==> src/dsadc_pkg.sv <==
// package for the dual-slope converter phase control ends
// assumes a single 125 MHz clock shared by both ends
package dsadc_pkg;

    // ****************************************
    // phase selects and timing
    // ****************************************
    typedef enum logic [1:0] {
        phase_zero,
        phase_input,
        phase_reference,
        phase_idle
    } phase_type;

    // select codes {first, second}
    localparam logic [1:0] SEL_ZERO = 2'h0;
    localparam logic [1:0] SEL_INPUT = 2'h3;
    localparam logic [1:0] SEL_REFERENCE = 2'h1;

    localparam int CLK_PERIOD_NS = 8;
    // default window lengths, in cycles (short, shortened by parameters)
    localparam int ZERO_CYCLES = 64;
    localparam int INPUT_CYCLES = 1000;
    localparam int REF_MAX_CYCLES = 2000;
    // comparator model: toggles each cycle while zeroing
    localparam int CNT_WIDTH = 24;
    // slowest conversion rate, 0.05 per second, gives 20 s
    localparam longint SLOWEST_CONV_NS = 64'd20000000000;
    // fastest rate, 20 per second, gives 50 ms
    localparam longint FASTEST_CONV_NS = 64'd50000000;
    localparam longint SLOWEST_CONV_CYCLES = SLOWEST_CONV_NS / CLK_PERIOD_NS;
    localparam longint FASTEST_CONV_CYCLES = FASTEST_CONV_NS / CLK_PERIOD_NS;

endpackage

==> src/dsadc_if.sv <==
// interface joining the converter front end and its phase controller
// assumes both ends run on the same clock
interface dsadc_if;
    logic first_switch_code;
    logic second_switch_code;
    logic comparator_out;

    modport front_end (
        input first_switch_code,
        input second_switch_code,
        output comparator_out
    );

    modport controller (
        output first_switch_code,
        output second_switch_code,
        input comparator_out
    );
endinterface

==> src/dsadc_controller.sv <==
// phase controller for the auto-zeroing dual-slope converter
// assumes the front end shares clk and answers on comparator_out
// assumes start is a level held until busy rises; it is not stored
// assumes CONV_SPACING fits in WIDTH bits
//
// Overview of operation
// - both selects low starts auto-zero
// - comparator toggles while zeroing, not a result
// - after zeroing, both selects high integrate input
// - after input window, first low second high
// - comparator rises when integrator reaches threshold
// - on comparator rise, return selects low
// - reading is reference time over input time
// - microcontroller conversion takes about 50 ms
// - conversion rate between 20 and 0.05 per second; only the 20 per second bound is enforced, via CONV_SPACING
module dsadc_controller
    import dsadc_pkg::*;
#(
    parameter int WIDTH = CNT_WIDTH,
    parameter int ZERO_LEN = ZERO_CYCLES,
    parameter int INPUT_LEN = INPUT_CYCLES,
    parameter int REF_MAX = REF_MAX_CYCLES,
    // shortest start-to-start spacing, in cycles
    parameter int CONV_SPACING = int'(FASTEST_CONV_CYCLES)
) (
    // clock and reset
    input wire logic clk,
    input wire logic rst_b,
    // link
    dsadc_if.controller link,
    // user side
    input wire logic start,
    output logic busy,
    output logic done,
    output logic timeout_error,
    output logic [WIDTH-1:0] reference_count,
    output logic [WIDTH-1:0] input_count
);

    // phase state
    phase_type phase;
    phase_type next_phase;
    logic [WIDTH-1:0] count;
    logic [WIDTH-1:0] next_count;
    logic comp_prev;
    logic comp_rise;
    logic finish_good;
    logic finish_late;

    // result next values
    logic [WIDTH-1:0] next_reference_count;
    logic [WIDTH-1:0] next_input_count;
    logic next_done;
    logic next_timeout_error;

    // start spacing
    logic [WIDTH-1:0] since_start;
    logic [WIDTH-1:0] next_since_start;
    logic start_ok;
    logic accept;

    // ****************************************
    // start spacing
    // ****************************************
    // a start is taken only once the previous one is far enough back;
    // holding start longer simply delays the conversion
    assign start_ok = (since_start == WIDTH'(CONV_SPACING - 1));
    assign accept = (phase == phase_idle) & start & start_ok;

    // cycles since the last taken start, saturating at one less than the spacing
    always_comb begin
        next_since_start = since_start;
        if (accept) begin
            next_since_start = '0;
        end else if (!start_ok) begin
            next_since_start = since_start + WIDTH'(1);
        end
    end

    // register spacing count; reset leaves the first start free
    always_ff @(posedge clk) begin
        if (!rst_b) begin
            since_start <= WIDTH'(CONV_SPACING - 1);
        end else begin
            since_start <= next_since_start;
        end
    end

    // ****************************************
    // phase sequencing
    // ****************************************
    // comparator edge, ignored outside the reference window
    assign comp_rise = link.comparator_out & ~comp_prev;
    // the two ways out of the reference window
    assign finish_good = (phase == phase_reference) & comp_rise;
    assign finish_late = (phase == phase_reference) & ~comp_rise
        & (count == WIDTH'(REF_MAX - 1));

    // next phase and window count
    always_comb begin
        next_phase = phase;
        next_count = count + WIDTH'(1);
        case (phase)
            phase_idle: begin
                next_count = '0;
                if (accept) begin
                    next_phase = phase_zero;
                end
            end
            phase_zero: begin
                // toggling comparator is not looked at here
                if (count == WIDTH'(ZERO_LEN - 1)) begin
                    next_phase = phase_input;
                    next_count = '0;
                end
            end
            phase_input: begin
                if (count == WIDTH'(INPUT_LEN - 1)) begin
                    next_phase = phase_reference;
                    next_count = '0;
                end
            end
            phase_reference: begin
                if (finish_good) begin
                    next_phase = phase_idle;
                end else if (finish_late) begin
                    next_phase = phase_idle;
                end
            end
            default: begin
                next_phase = phase_idle;
            end
        endcase
    end

    // register phase state
    always_ff @(posedge clk) begin
        if (!rst_b) begin
            phase <= phase_idle;
            count <= '0;
            comp_prev <= 1'b0;
        end else begin
            phase <= next_phase;
            count <= next_count;
            comp_prev <= link.comparator_out;
        end
    end

    // ****************************************
    // results
    // ****************************************
    // counts stand until the next comparator-ended done (a timeout done leaves them); error sticks until a start
    always_comb begin
        next_reference_count = reference_count;
        next_input_count = input_count;
        next_done = finish_good | finish_late;
        next_timeout_error = timeout_error;
        if (accept) begin
            next_timeout_error = 1'b0;
        end
        if (finish_good) begin
            next_reference_count = count + WIDTH'(1);
            next_input_count = WIDTH'(INPUT_LEN);
        end
        if (finish_late) begin
            next_timeout_error = 1'b1;
        end
    end

    // register results
    always_ff @(posedge clk) begin
        if (!rst_b) begin
            reference_count <= '0;
            input_count <= '0;
            done <= 1'b0;
            timeout_error <= 1'b0;
        end else begin
            reference_count <= next_reference_count;
            input_count <= next_input_count;
            done <= next_done;
            timeout_error <= next_timeout_error;
        end
    end

    // ****************************************
    // select drive
    // ****************************************
    // idle parks in auto-zero, selects both low
    // code 2'h2 is never driven; the front end opens all switches, holds the integrator and clears the comparator
    always_comb begin
        case (phase)
            phase_input: begin
                {link.first_switch_code, link.second_switch_code} = SEL_INPUT;
            end
            phase_reference: begin
                {link.first_switch_code, link.second_switch_code} = SEL_REFERENCE;
            end
            default: begin
                {link.first_switch_code, link.second_switch_code} = SEL_ZERO;
            end
        endcase
    end

    // busy while any phase runs
    assign busy = (phase != phase_idle);

endmodule

==> src/flat_wrapper.sv <==
// flat-port wrapper written by rule: the top's interface ports become plain ports
module dsadc_controller_flat import dsadc_pkg::*;
#(
    parameter int WIDTH = CNT_WIDTH,
    parameter int ZERO_LEN = ZERO_CYCLES,
    parameter int INPUT_LEN = INPUT_CYCLES,
    parameter int REF_MAX = REF_MAX_CYCLES,
                                                 
    parameter int CONV_SPACING = int'(FASTEST_CONV_CYCLES)
)
  (clk, rst_b, start, busy, done, timeout_error, reference_count, input_count, link_first_switch_code, link_second_switch_code, link_comparator_out);
  dsadc_if link_i ();
  input wire logic clk;
  input wire logic rst_b;
  input wire logic start;
  output logic busy;
  output logic done;
  output logic timeout_error;
  output logic [WIDTH-1:0] reference_count;
  output logic [WIDTH-1:0] input_count;
  output wire logic [$bits(link_i.first_switch_code)-1:0] link_first_switch_code;
  output wire logic [$bits(link_i.second_switch_code)-1:0] link_second_switch_code;
  input wire logic [$bits(link_i.comparator_out)-1:0] link_comparator_out;
  assign link_first_switch_code = link_i.first_switch_code;
  assign link_second_switch_code = link_i.second_switch_code;
  assign link_i.comparator_out = link_comparator_out;
  dsadc_controller #(.WIDTH(WIDTH), .ZERO_LEN(ZERO_LEN), .INPUT_LEN(INPUT_LEN), .REF_MAX(REF_MAX), .CONV_SPACING(CONV_SPACING)) u_core (.clk(clk), .rst_b(rst_b), .link(link_i), .start(start), .busy(busy), .done(done), .timeout_error(timeout_error), .reference_count(reference_count), .input_count(input_count));
endmodule
==> config.mk <==
export PLATFORM = sky130hd
export DESIGN_NAME = dsadc_controller_flat
export DESIGN_NICKNAME = d
export VERILOG_FILES = /design/src/dsadc_pkg.sv /design/src/dsadc_if.sv /design/src/dsadc_controller.sv /design/src/flat_wrapper.sv
export SDC_FILE = /design/constraint.sdc
export NUM_CORES = 1
export LEC_CHECK = 0
export ABC_AREA = 1
export BUFFER_PORTS_ARGS = -buffer_cell sky130_fd_sc_hd__clkbuf_2
export CORE_MARGIN = 4
export CORE_UTILIZATION = 48
export CTS_BUF_LIST = sky130_fd_sc_hd__clkbuf_4
export CTS_CLUSTER_SIZE = 28
export DETAILED_ROUTE_END_ITERATION = 6
export PLACE_DENSITY_LB_ADDON = 0.15
export SKIP_LAST_GASP = 1
export SLEW_MARGIN = 20
export SYNTH_ARGS = -nofsm -noshare
export SYNTH_HDL_FRONTEND = slang
export SYNTH_SLANG_ARGS = --single-unit
==> constraint.sdc <==
create_clock -name clk -period 1.8 [get_ports clk]
set_input_delay 0.36 -clock clk [delete_from_list [all_inputs] [get_ports clk]]
set_output_delay 0.36 -clock clk [all_outputs]
set_load 0.01 [all_outputs]
# After elaboration in Yosys (flattened, before gate mapping)

Cells that the tools add are included.

Logic and storage cells: 54
Memory bits (writable): 0
Memories: 0
Input bits: 4
Bits in read-only memories: 0
Register bits after elaboration: 78
Output and inout bits: 53
Bits in latches: 0

Shift-type cells: 0
Add/sub/neg operators: 2
Multiply operators: 0
Multiplexer cells: 15
Reduce and logical (&&, ||, !) cells: 5
Divide/modulo/power cells: 0
Bitwise gates (word level): 10
$lt $le $gt $ge: 0
Equal/unequal tests: 13

Operators by type and width:

| operator                                               | count |
|---|---|
| case mux 24 bit (3 select lines)                       | 1 |
| adder 24 x 1 -> 24 bit (second input constant)         | 2 |
| 2-to-1 mux 24 bit                                      | 2 |
| 2-to-1 mux 23 bit                                      | 2 |
| == test 24 x 10 -> 1 bit (second input constant)       | 1 |
| == test 24 x 11 -> 1 bit (second input constant)       | 1 |
| == test 24 x 23 -> 1 bit (second input constant)       | 1 |
| == test 24 x 6 -> 1 bit (second input constant)        | 1 |
| 2-to-1 mux 2 bit                                       | 5 |
| case mux 2 bit (4 select lines)                        | 1 |
| bitwise AND 1 bit                                      | 6 |
| inequality test 2 x 1 -> 1 bit (second input constant) | 3 |
| == test 2 bit (second input constant)                  | 2 |
| 2-to-1 mux 1 bit                                       | 4 |
| inequality test 2 bit (second input constant)          | 2 |
| AND reduction 4 bit                                    | 1 |
| OR reduction 2 bit                                     | 2 |
| inequality test 3 x 1 -> 1 bit (second input constant) | 1 |
| NOT 1 bit                                              | 3 |
| == test 2 x 1 -> 1 bit (second input constant)         | 1 |
| zero test 2 bit                                        | 1 |
| nonzero test 2 bit                                     | 1 |
| OR 1 bit                                               | 1 |

# Logic depth before layout (Yosys ltp)

Gate-level depths: netlist (run 1).

Word-level depth: 8
Depth in mapped cells: 11
Mapped depth without buffers: 11

# Least setup slack after synthesis (run 1)

No wires, ideal clock.

Path type: register -> register
Start: reg u_core.since_start[0]
End: reg u_core.since_start[22]
Setup time: 138 ps
Data arrival time: 1428 ps
Slack: 234 ps
Data required time: 1662 ps
Clock period less this slack: 1566 ps
Cell stages (with the launch flop): 9
Cell sequence: dfxtp_1 ha_1 nand3_1 nor3_4 nand2_1 nor2_1 nand2_1 nand3_1 o211ai_1

Cells in the longest elaborated chain, start to end: 3
Elaborated cells between the ends (all ways): 6

RTL lines:

| element                                                            | RTL line                                       | source |
|---|---|---|
| start, declared                                                    | dsadc_controller.sv:57                         | `logic [WIDTH-1:0] since_start;` |
| start signal, assigned                                             | dsadc_controller.sv:83                         | `since_start <= WIDTH'(CONV_SPACING - 1);` |
| start signal, assigned                                             | dsadc_controller.sv:85                         | `since_start <= next_since_start;` |
| adder 24 x 1 -> 24 bit or == test 24 x 23 -> 1 bit (tied branches) | dsadc_controller.sv:76, dsadc_controller.sv:67 |  |
| 2-to-1 mux 23 bit or bitwise AND 1 bit (tied branches)             | dsadc_controller.sv:75, dsadc_controller.sv:68 |  |
| 2-to-1 mux 23 bit or inequality test 2 bit (tied branches)         | n/a                                            |  |

Parallel ways exist; a longest one is shown, timed or not. The select of a mux whose other input is x is not followed.
A chain may end at the register's enable or synchronous reset.

# Worst setup path after layout (run 1)

Start: reg u_core.count[0]
End: reg u_core.reference_count[17]

Cells in the longest elaborated chain, start to end: 1

RTL lines:

| element                | RTL line                | source |
|---|---|---|
| start, declared        | dsadc_controller.sv:43  | `logic [WIDTH-1:0] count;` |
| start signal, assigned | dsadc_controller.sv:144 | `count <= next_count;` |
| adder 24 x 1 -> 24 bit | dsadc_controller.sv:162 | `next_reference_count = count + WIDTH'(1);` |
| end signal, assigned   | dsadc_controller.sv:178 | `reference_count <= next_reference_count;` |
| end, declared          | dsadc_controller.sv:36  | `output logic [WIDTH-1:0] reference_count,` |

No other way between the ends.

==> results of run 1 <==
## state kept, by name, summed over array words and instances (netlist names)
name / flops
u_core.done: 1
u_core.input_count: 1
u_core.reference_count: 24
u_core.timeout_error: 1
u_core.since_start: 24
u_core.count: 24
u_core.comp_prev: 1
u_core.phase: 2
## logic make-up after synthesis
| logic type | after synthesis |
|---|---|
| AO/OA/AOI/OAI | 67 |
| XOR/XNOR | 21 |
| adder cells (fa/ha/maj) | 7 |
| buffers and inverters | 101 |
| flip-flops | 78 |
| other | 1 |
| AND/OR/NAND/NOR | 264 |
## cells in the final DEF, fill, tap and decap left out, types with 2 or more instances in the layout
cell type	count
nand2_2	4
bufinv_16	3
o211ai_1	15
inv_2	2
nand2_1	104
buf_4	20
nor3_1	13
o21bai_1	2
xnor2_1	9
xor2_1	12
nor4_1	6
clkbuf_4	10
nand3_1	36
a21oi_1	20
nand3_2	3
nor3_4	3
dfxtp_1	72
a21o_1	2
nor2_2	8
nand4_1	15
dfxtp_2	6
ha_1	6
nand3b_1	3
conb_1	18
inv_1	63
o21a_1	6
o21ai_0	18
nor2_1	64
buf_12	2
clkbuf_2	38
## area by class of cell
class | instances | area (um^2) | area share [%]
timing repair buffer | 60 | 380.4 | 8.451
clock buffer | 10 | 75.07 | 1.668
inverter | 65 | 244.0 | 5.421
sequential | 78 | 1569 | 34.86
tap | 102 | 127.6 | 2.836
multi-input combinational | 377 | 2006 | 44.56
clock inverter | 5 | 98.84 | 2.196
## power by group
group,switching (uW),internal [uW],total [uW]
clock,581,706,1290
sequential,200,2000,2200
combinational,1110,753,1860
## critical path: stages (launching register included)
cell     delay (ns)
dfxtp_2        0.37
buf_4          0.13
nand3_2        0.16
nor3_4         0.29
buf_4          0.16
nand2_2        0.06
nor2_2         0.17
nand2_1        0.07
nand2_1        0.06
nand2_1        0.06
a21oi_1        0.12
## what timing repair did
item / CTS / global route
pin swaps: 0 / 2
resized for setup: 1 / 17
setup endpoints to repair: 1 / 42
setup buffers: 0 / 2
## final timing paths
path / cells past startpoint / endpoint / start / slack [ns]
max: 10 / u_core.reference_count[17]$_SDFFE_PN0P_ / u_core.count[0]$_SDFF_PN0_ / 0.10
min: 3 / u_core.comp_prev$_SDFF_PN0_ / link_comparator_out / 0.18
min reg2reg: 2 / u_core.since_start[23]$_SDFFE_PP0N_ / u_core.since_start[23]$_SDFFE_PP0N_ / 0.49
max reg2reg: 10 / u_core.reference_count[17]$_SDFFE_PN0P_ / u_core.count[0]$_SDFF_PN0_ / 0.10
## metal layers
layer	vias up	share of wire [%]	track usage, %
met2	80	42	26.31
met3	8	5.7	3.397
li1	1806	-	-
met4	0	0.94	5.672
met1	1594	51	26.88
met5	-	0	0
## through the flow
stage | area, um^2 | hold slack, ns | setup TNS (ns) | worst slack (ns)
floorplan | 3989 | 0.4389 | 0 | 0.2340
global placement | 4249 | 0.4460 | 0 | 0.1396
detailed placement | 4249 | 0.4720 | 0 | 0.03362
CTS | 4429 | 0.1547 | 0 | 0.02905
global route | 4501 | 0.1481 | -0.02393 | -0.01509
finish | 4501 | 0.1781 | 0 | 0.1017
==> out/metrics.csv, run 1 <==
stage;metric;value;unit
final_layout;area grow syn2layout;14.66;%
timing;RSZ-0062 raised after global routing;yes;
pwr;Peak VDD IR;0.8106;mV
clocking;worst skew pair latency;0.40;ns
clocking;hold buffer count at CTS;0;
drt;DR DRC count;0;
job;max cap viols;0;
synthesis;Syn Area/Cell;7.282;um^2
clocking;Max Root-Sink Buffers;2;
clocking;Clock Sinks;78;
setup_path;crit path kind;flip-flop to flip-flop;
die;Core ar.;7848;um^2
final_layout;non-filler cells, final;697;
pwr;Design Power;5351;uW
die;die area;9687;um^2
final_layout;Util after Layout;57.35;%
setup_path;CP Launch Type;flip-flop;
drt;Total Routed Length;8433;um
grt;largest net degree at the start of global routing;30;
synthesis;dominant synthesized flop cell;dfxtp_1;
timing;Clock Skew;0.01394;ns
grt;initial antenna violation count;0;
setup_path;Worst Setup End Kind;flip-flop;
drt;drt pass-1 iters;4;
hold_path;min-delay worst type;input pin to flip-flop;
placement;GPL Wtd Cong;0.9279;
synthesis;synth cell count leaders;nand2_1, dfxtp_1, nor2_1, inv_1, nand3_1;
timing;Fmax;588.8;MHz
clocking;CTS root buffer;clkbuf_4;
synthesis;Synth Area in Compound Gates;10.58;%
run_status;status;finished, final reports clean;
synthesis;Synth async-reset ratio;0;%
die;# IOs;57;
drt;number of antenna-violating nets in the routed design;0;
clocking;Worst-path clk slew;0.13;ns
timing;Final Slew Violations;0;
synthesis;Ys Warns;0;
clocking;CTS H-Tree Depth;3;
final_layout;n_diodes;0;
timing;post-layout min period;1.698;ns
final_layout;fill cell count;794;
pwr;PD cells;1189;nW/um^2
synthesis;area leader, netlist;dfxtp_1;
clocking;TritonCTS clock tree;done;
die;# rows;32;
die;die height;98.43;um
drt;DR vias/cell;5.004;
drt;Starting DRT DRC Count;192;
timing;period utilization;94.35;%
synthesis;area share of fa/ha/maj cells after synthesis;2.231;%
setup_path;Arr. time, crit path;2.05;ns
synthesis;cells after synthesis;539;
grt;grt ovf;0;
clocking;CTS buffer count;9;
synthesis;sequential area share after synthesis;39.78;%
timing;Slew HR;66.17;%
drt;via count;3488;
synthesis;post-synth top area share;39.78;%
timing;Final Hold Vio Count;0;
placement;placed insts;680;
synthesis;most frequent cell after synthesis;nand2_1;
timing;Final setup viols;0;
die;Die X;98.43;um
synthesis;Post-Synth XOR/XNOR Area;4.686;%
pwr;Pleak;0.002073;uW
placement;I/O Buffers;38;
synthesis;number of synthesized flops with an enable pin;0;
synthesis;synthesized area;3925;um^2
synthesis;Yosys cell types;35;
grt;vias in the first global route;3197;
synthesis;Seq cells post-synth;78;
setup_path;Worst EP required;2.15;ns
synthesis;mux share of post-synthesis cell area;0;%
synthesis;Simple-Gate Fraction of Synth Area;30.47;%
final_layout;share of layout cells above drive strength 1;17.98;%
timing;Worst Max-Slew Pin Slew;0.5028;ns
drt;DR WL/cell;12.10;um
die;Starting Density;50.02;%
grt;overall routing resource usage;18.04;%
synthesis;combinational family with the most area after synthesis;simple AND/OR/NAND/NOR gates;
setup_path;worst-path maximum fanout;4;
grt;first-pass GRT wire length;14680;um
synthesis;Area contributors post-synth;dfxtp_1, nand2_1, nor2_1, inv_1, buf_4;
final_layout;Final #Nets;602;
placement;dpl hpwl;6474;um
Power figures use the tool's default switching activity.
==> run 2, diff against run 1 <==
--- a/config.mk
+++ b/config.mk
@@ -5,8 +5,8 @@
 export SDC_FILE = /design/constraint.sdc
 export NUM_CORES = 1
 export LEC_CHECK = 0
-export ABC_AREA = 1
 export BUFFER_PORTS_ARGS = -buffer_cell sky130_fd_sc_hd__clkbuf_2
+export CORE_ASPECT_RATIO = 1.75
 export CORE_MARGIN = 4
 export CORE_UTILIZATION = 48
 export CTS_BUF_LIST = sky130_fd_sc_hd__clkbuf_4
@@ -14,7 +14,6 @@
 export DETAILED_ROUTE_END_ITERATION = 6
 export PLACE_DENSITY_LB_ADDON = 0.15
 export SKIP_LAST_GASP = 1
-export SLEW_MARGIN = 20
 export SYNTH_ARGS = -nofsm -noshare
 export SYNTH_HDL_FRONTEND = slang
 export SYNTH_SLANG_ARGS = --single-unit
==> run 2 against run 1 <==
Effect of this change:
- the run now ends with setup timing left
- sequential share of layout area decreased by 2.1 points
- die area decreased by 10%
- register-to-register slack got worse by 0.35 ns
- combinational power increased by 40%
- power increased by 7.4%
- highest routed layer unchanged
==> out/metrics.csv, run 2 <==
stage;metric;value;unit
run_status;status;finished, violations left;
run_status;failing checks;setup timing;
synthesis;area leader, netlist;dfxtp_1;
clocking;Max Root-Sink Buffers;2;
setup_path;crit path from;u_core.count[9]$_SDFF_PN0_;
timing;final worst slack;-0.2446;ns
synthesis;number of synthesized flops with an enable pin;0;
synthesis;most frequent cell after synthesis;dfxtp_1;
setup_path;CP max stage delay;0.53;ns
hold_path;Hold Startpoint;link_comparator_out;
pwr;Pleak;0.001990;uW
die;Starting Density;49.89;%
drt;DR vias/cell;5.319;
die;die area;8709;um^2
synthesis;Ys Warns;0;
placement;dpl hpwl;6260;um
final_layout;post-route cell area;4825;um^2
placement;GPL Wtd Cong;0.8759;
setup_path;CP Launch Type;flip-flop;
setup_path;CP cell instances;or4_4, o41ai_2, nand2_1, buf_6, o31ai_2, o311ai_2;
setup_path;Worst Setup End Kind;flip-flop;
synthesis;post-synth top area share;44.99;%
timing;Fmax;489.1;MHz
synthesis;Yosys cell types;41;
clocking;TritonCTS clock tree;done;
placement;dpl cell area;4199;um^2
synthesis;synth cell count leaders;dfxtp_1, nor2_1, nand2_1, nand3_1, buf_4;
job;max cap viols;0;
die;# IOs;57;
clocking;Worst-path clk slew;0.13;ns
hold_path;min-delay worst type;input pin to flip-flop;
timing;Final setup viols;56;
synthesis;cells after synthesis;398;
pwr;Peak VDD IR;0.7743;mV
drt;drt pass-1 iters;4;
pwr;Design Power;5744;uW
grt;vias in the first global route;3143;
clocking;worst skew pair latency;0.45;ns
placement;I/O Buffers;38;
timing;Final Hold Vio Count;0;
synthesis;Area contributors post-synth;dfxtp_1, nor2_1, buf_4, xor2_1, nand3_1;
final_layout;Util after Layout;69.35;%
timing;Worst Max-Slew Pin Slew;0.5524;ns
final_layout;commonest non-fill, non-tap cell in the layout;dfxtp_1;
pwr;PD cells;1191;nW/um^2
clocking;CTS root buffer;clkbuf_4;
drt;number of antenna-violating nets in the routed design;0;
setup_path;Arr. time, crit path;2.36;ns
setup_path;worst-path maximum fanout;3;
setup_path;crit path kind;flip-flop to flip-flop;
die;Die X;72.28;um
final_layout;Largest regs;u_core.count (24), u_core.reference_count (24), u_core.since_start (24);
synthesis;Synth async-reset ratio;0;%
timing;post-layout min period;2.045;ns
timing;RSZ-0062 raised after global routing;yes;
clocking;Clock Sinks;78;
synthesis;dominant synthesized flop cell;dfxtp_1;
final_layout;Final #Nets;514;
setup_path;CP top delay family;compound AO/OA/AOI/OAI gates;
die;# rows;40;
timing;Slew HR;62.65;%
setup_path;Worst EP required;2.12;ns
setup_path;RR Startpoint;u_core.count[9]$_SDFF_PN0_;
synthesis;sequential area share after synthesis;44.99;%
drt;Total Routed Length;9111;um
grt;grt ovf;0;
drt;DR DRC count;0;
timing;Clock Skew;0.01924;ns
synthesis;synthesized area;3471;um^2
setup_path;Worst path slowest cell;or4_4;
timing;hold_ws;0.2053;ns
grt;initial antenna violation count;1;
clocking;CTS H-Tree Depth;3;
final_layout;share of layout cells above drive strength 1;44.09;%
clocking;hold buffer count at CTS;0;
final_layout;most frequent cells in the layout;dfxtp_1, buf_4, nor2_1;
timing;period utilization;113.6;%
drt;via count;3154;
die;Core ar.;6957;um^2
die;die height;120.5;um
synthesis;Seq cells post-synth;78;
setup_path;CP bufs+invs;1;
grt;overall routing resource usage;21.27;%
timing;Final Slew Violations;0;
synthesis;Syn Area/Cell;8.721;um^2
grt;first-pass GRT wire length;14370;um
drt;DR WL/cell;15.36;um
final_layout;area grow syn2layout;39.01;%
grt;largest net degree at the start of global routing;28;
drt;Starting DRT DRC Count;151;
clocking;CTS buffer count;9;
[run 2: cell types whose count changed after synthesis, moves of 8 or more]
cell      before  now
inv_1         63   10
nand3_1       37   26
o21ai_0       18    7
nor3_1        14    3
nand2_1      105   27
a21oi_1       20    7
a211oi_1       0   17
xor2_1        12   20
[run 2: cell type report]
class                           count  area [um^2]
Inverter                           10        37.54
Fill cell                         553         2132
Clock inverter                      2        8.758
Timing Repair Buffer              114        818.3
Tap cell                           84        105.1
Clock buffer                       14        105.1
Multi-Input combinational cell    290         2165
Sequential cell                    78         1583
Antenna cell                        1        2.502
[run 2: cell families after synthesis]
| group | Yosys count | share of synthesized area [%] |
|---|---|---|
| compound gates | 53 | 10.78 |
| xor+xnor | 32 | 8.075 |
| fa+ha+maj | 7 | 2.523 |
| buf+inv | 49 | 8.327 |
| flops | 78 | 44.99 |
| mux | 1 | 0.2884 |
| other cells | 1 | 0.1080 |
| simple gates | 177 | 24.91 |
[run 2: final timing paths]
path	slack (ns)	cells past startpoint	endpoint
setup / recovery	-0.24	6	u_core.phase[0]$_SDFFE_PN1P_
hold / removal	0.21	3	u_core.comp_prev$_SDFF_PN0_
setup reg to reg	-0.24	6	u_core.phase[0]$_SDFFE_PN1P_
hold reg to reg	0.49	1	u_core.reference_count[0]$_SDFFE_PN0P_
[run 2: tightest hold or removal path, stage by stage]
cell and delay [ns]:
clkbuf_2 0.07, inv_1 0.07, nor2_1 0.10
[run 2: per-stage QoR]
stage | cells | setup WS, ns | TNS (ns)
3_5_place_dp | 565 | -0.3146 | -8.395
6_report | 593 | -0.2446 | -5.061
2_1_floorplan | 415 | -0.1114 | -1.423
5_1_grt | 593 | -0.3345 | -8.680
3_3_place_gp | 565 | -0.1748 | -4.647
4_1_cts | 588 | -0.2225 | -2.446
[run 2: layer usage]
| layer | wire (um) | part of all wire, % | track usage [%] | vias to the layer above |
|---|---|---|---|---|
| li1 | - | - | - | 1571 |
| met1 | 3315 | 36 | 21.52 | 1513 |
| met2 | 5276 | 58 | 39.38 | 54 |
| met3 | 275 | 3.0 | 4.493 | 16 |
| met4 | 243 | 2.7 | 10.94 | 0 |
| met5 | 0 | 0 | 0 | - |
[run 2: what timing repair did]
| action | 4_1_cts | 5_1_grt |
|---|---|---|
| setup buffers | 5 | 3 |
| gates cloned | 2 | 1 |
| resized for setup | 38 | 58 |
| endpoints found under the setup margin | 61 | 71 |
| hold endpoints to repair | 0 | 0 |
| pin swaps | 25 | 32 |
[run 2: where the power goes]
group | total (uW) | internal (uW) | switching, uW
Clock | 932 | 357 | 575
Combinational | 2600 | 1260 | 1340
Sequential | 2210 | 2000 | 210
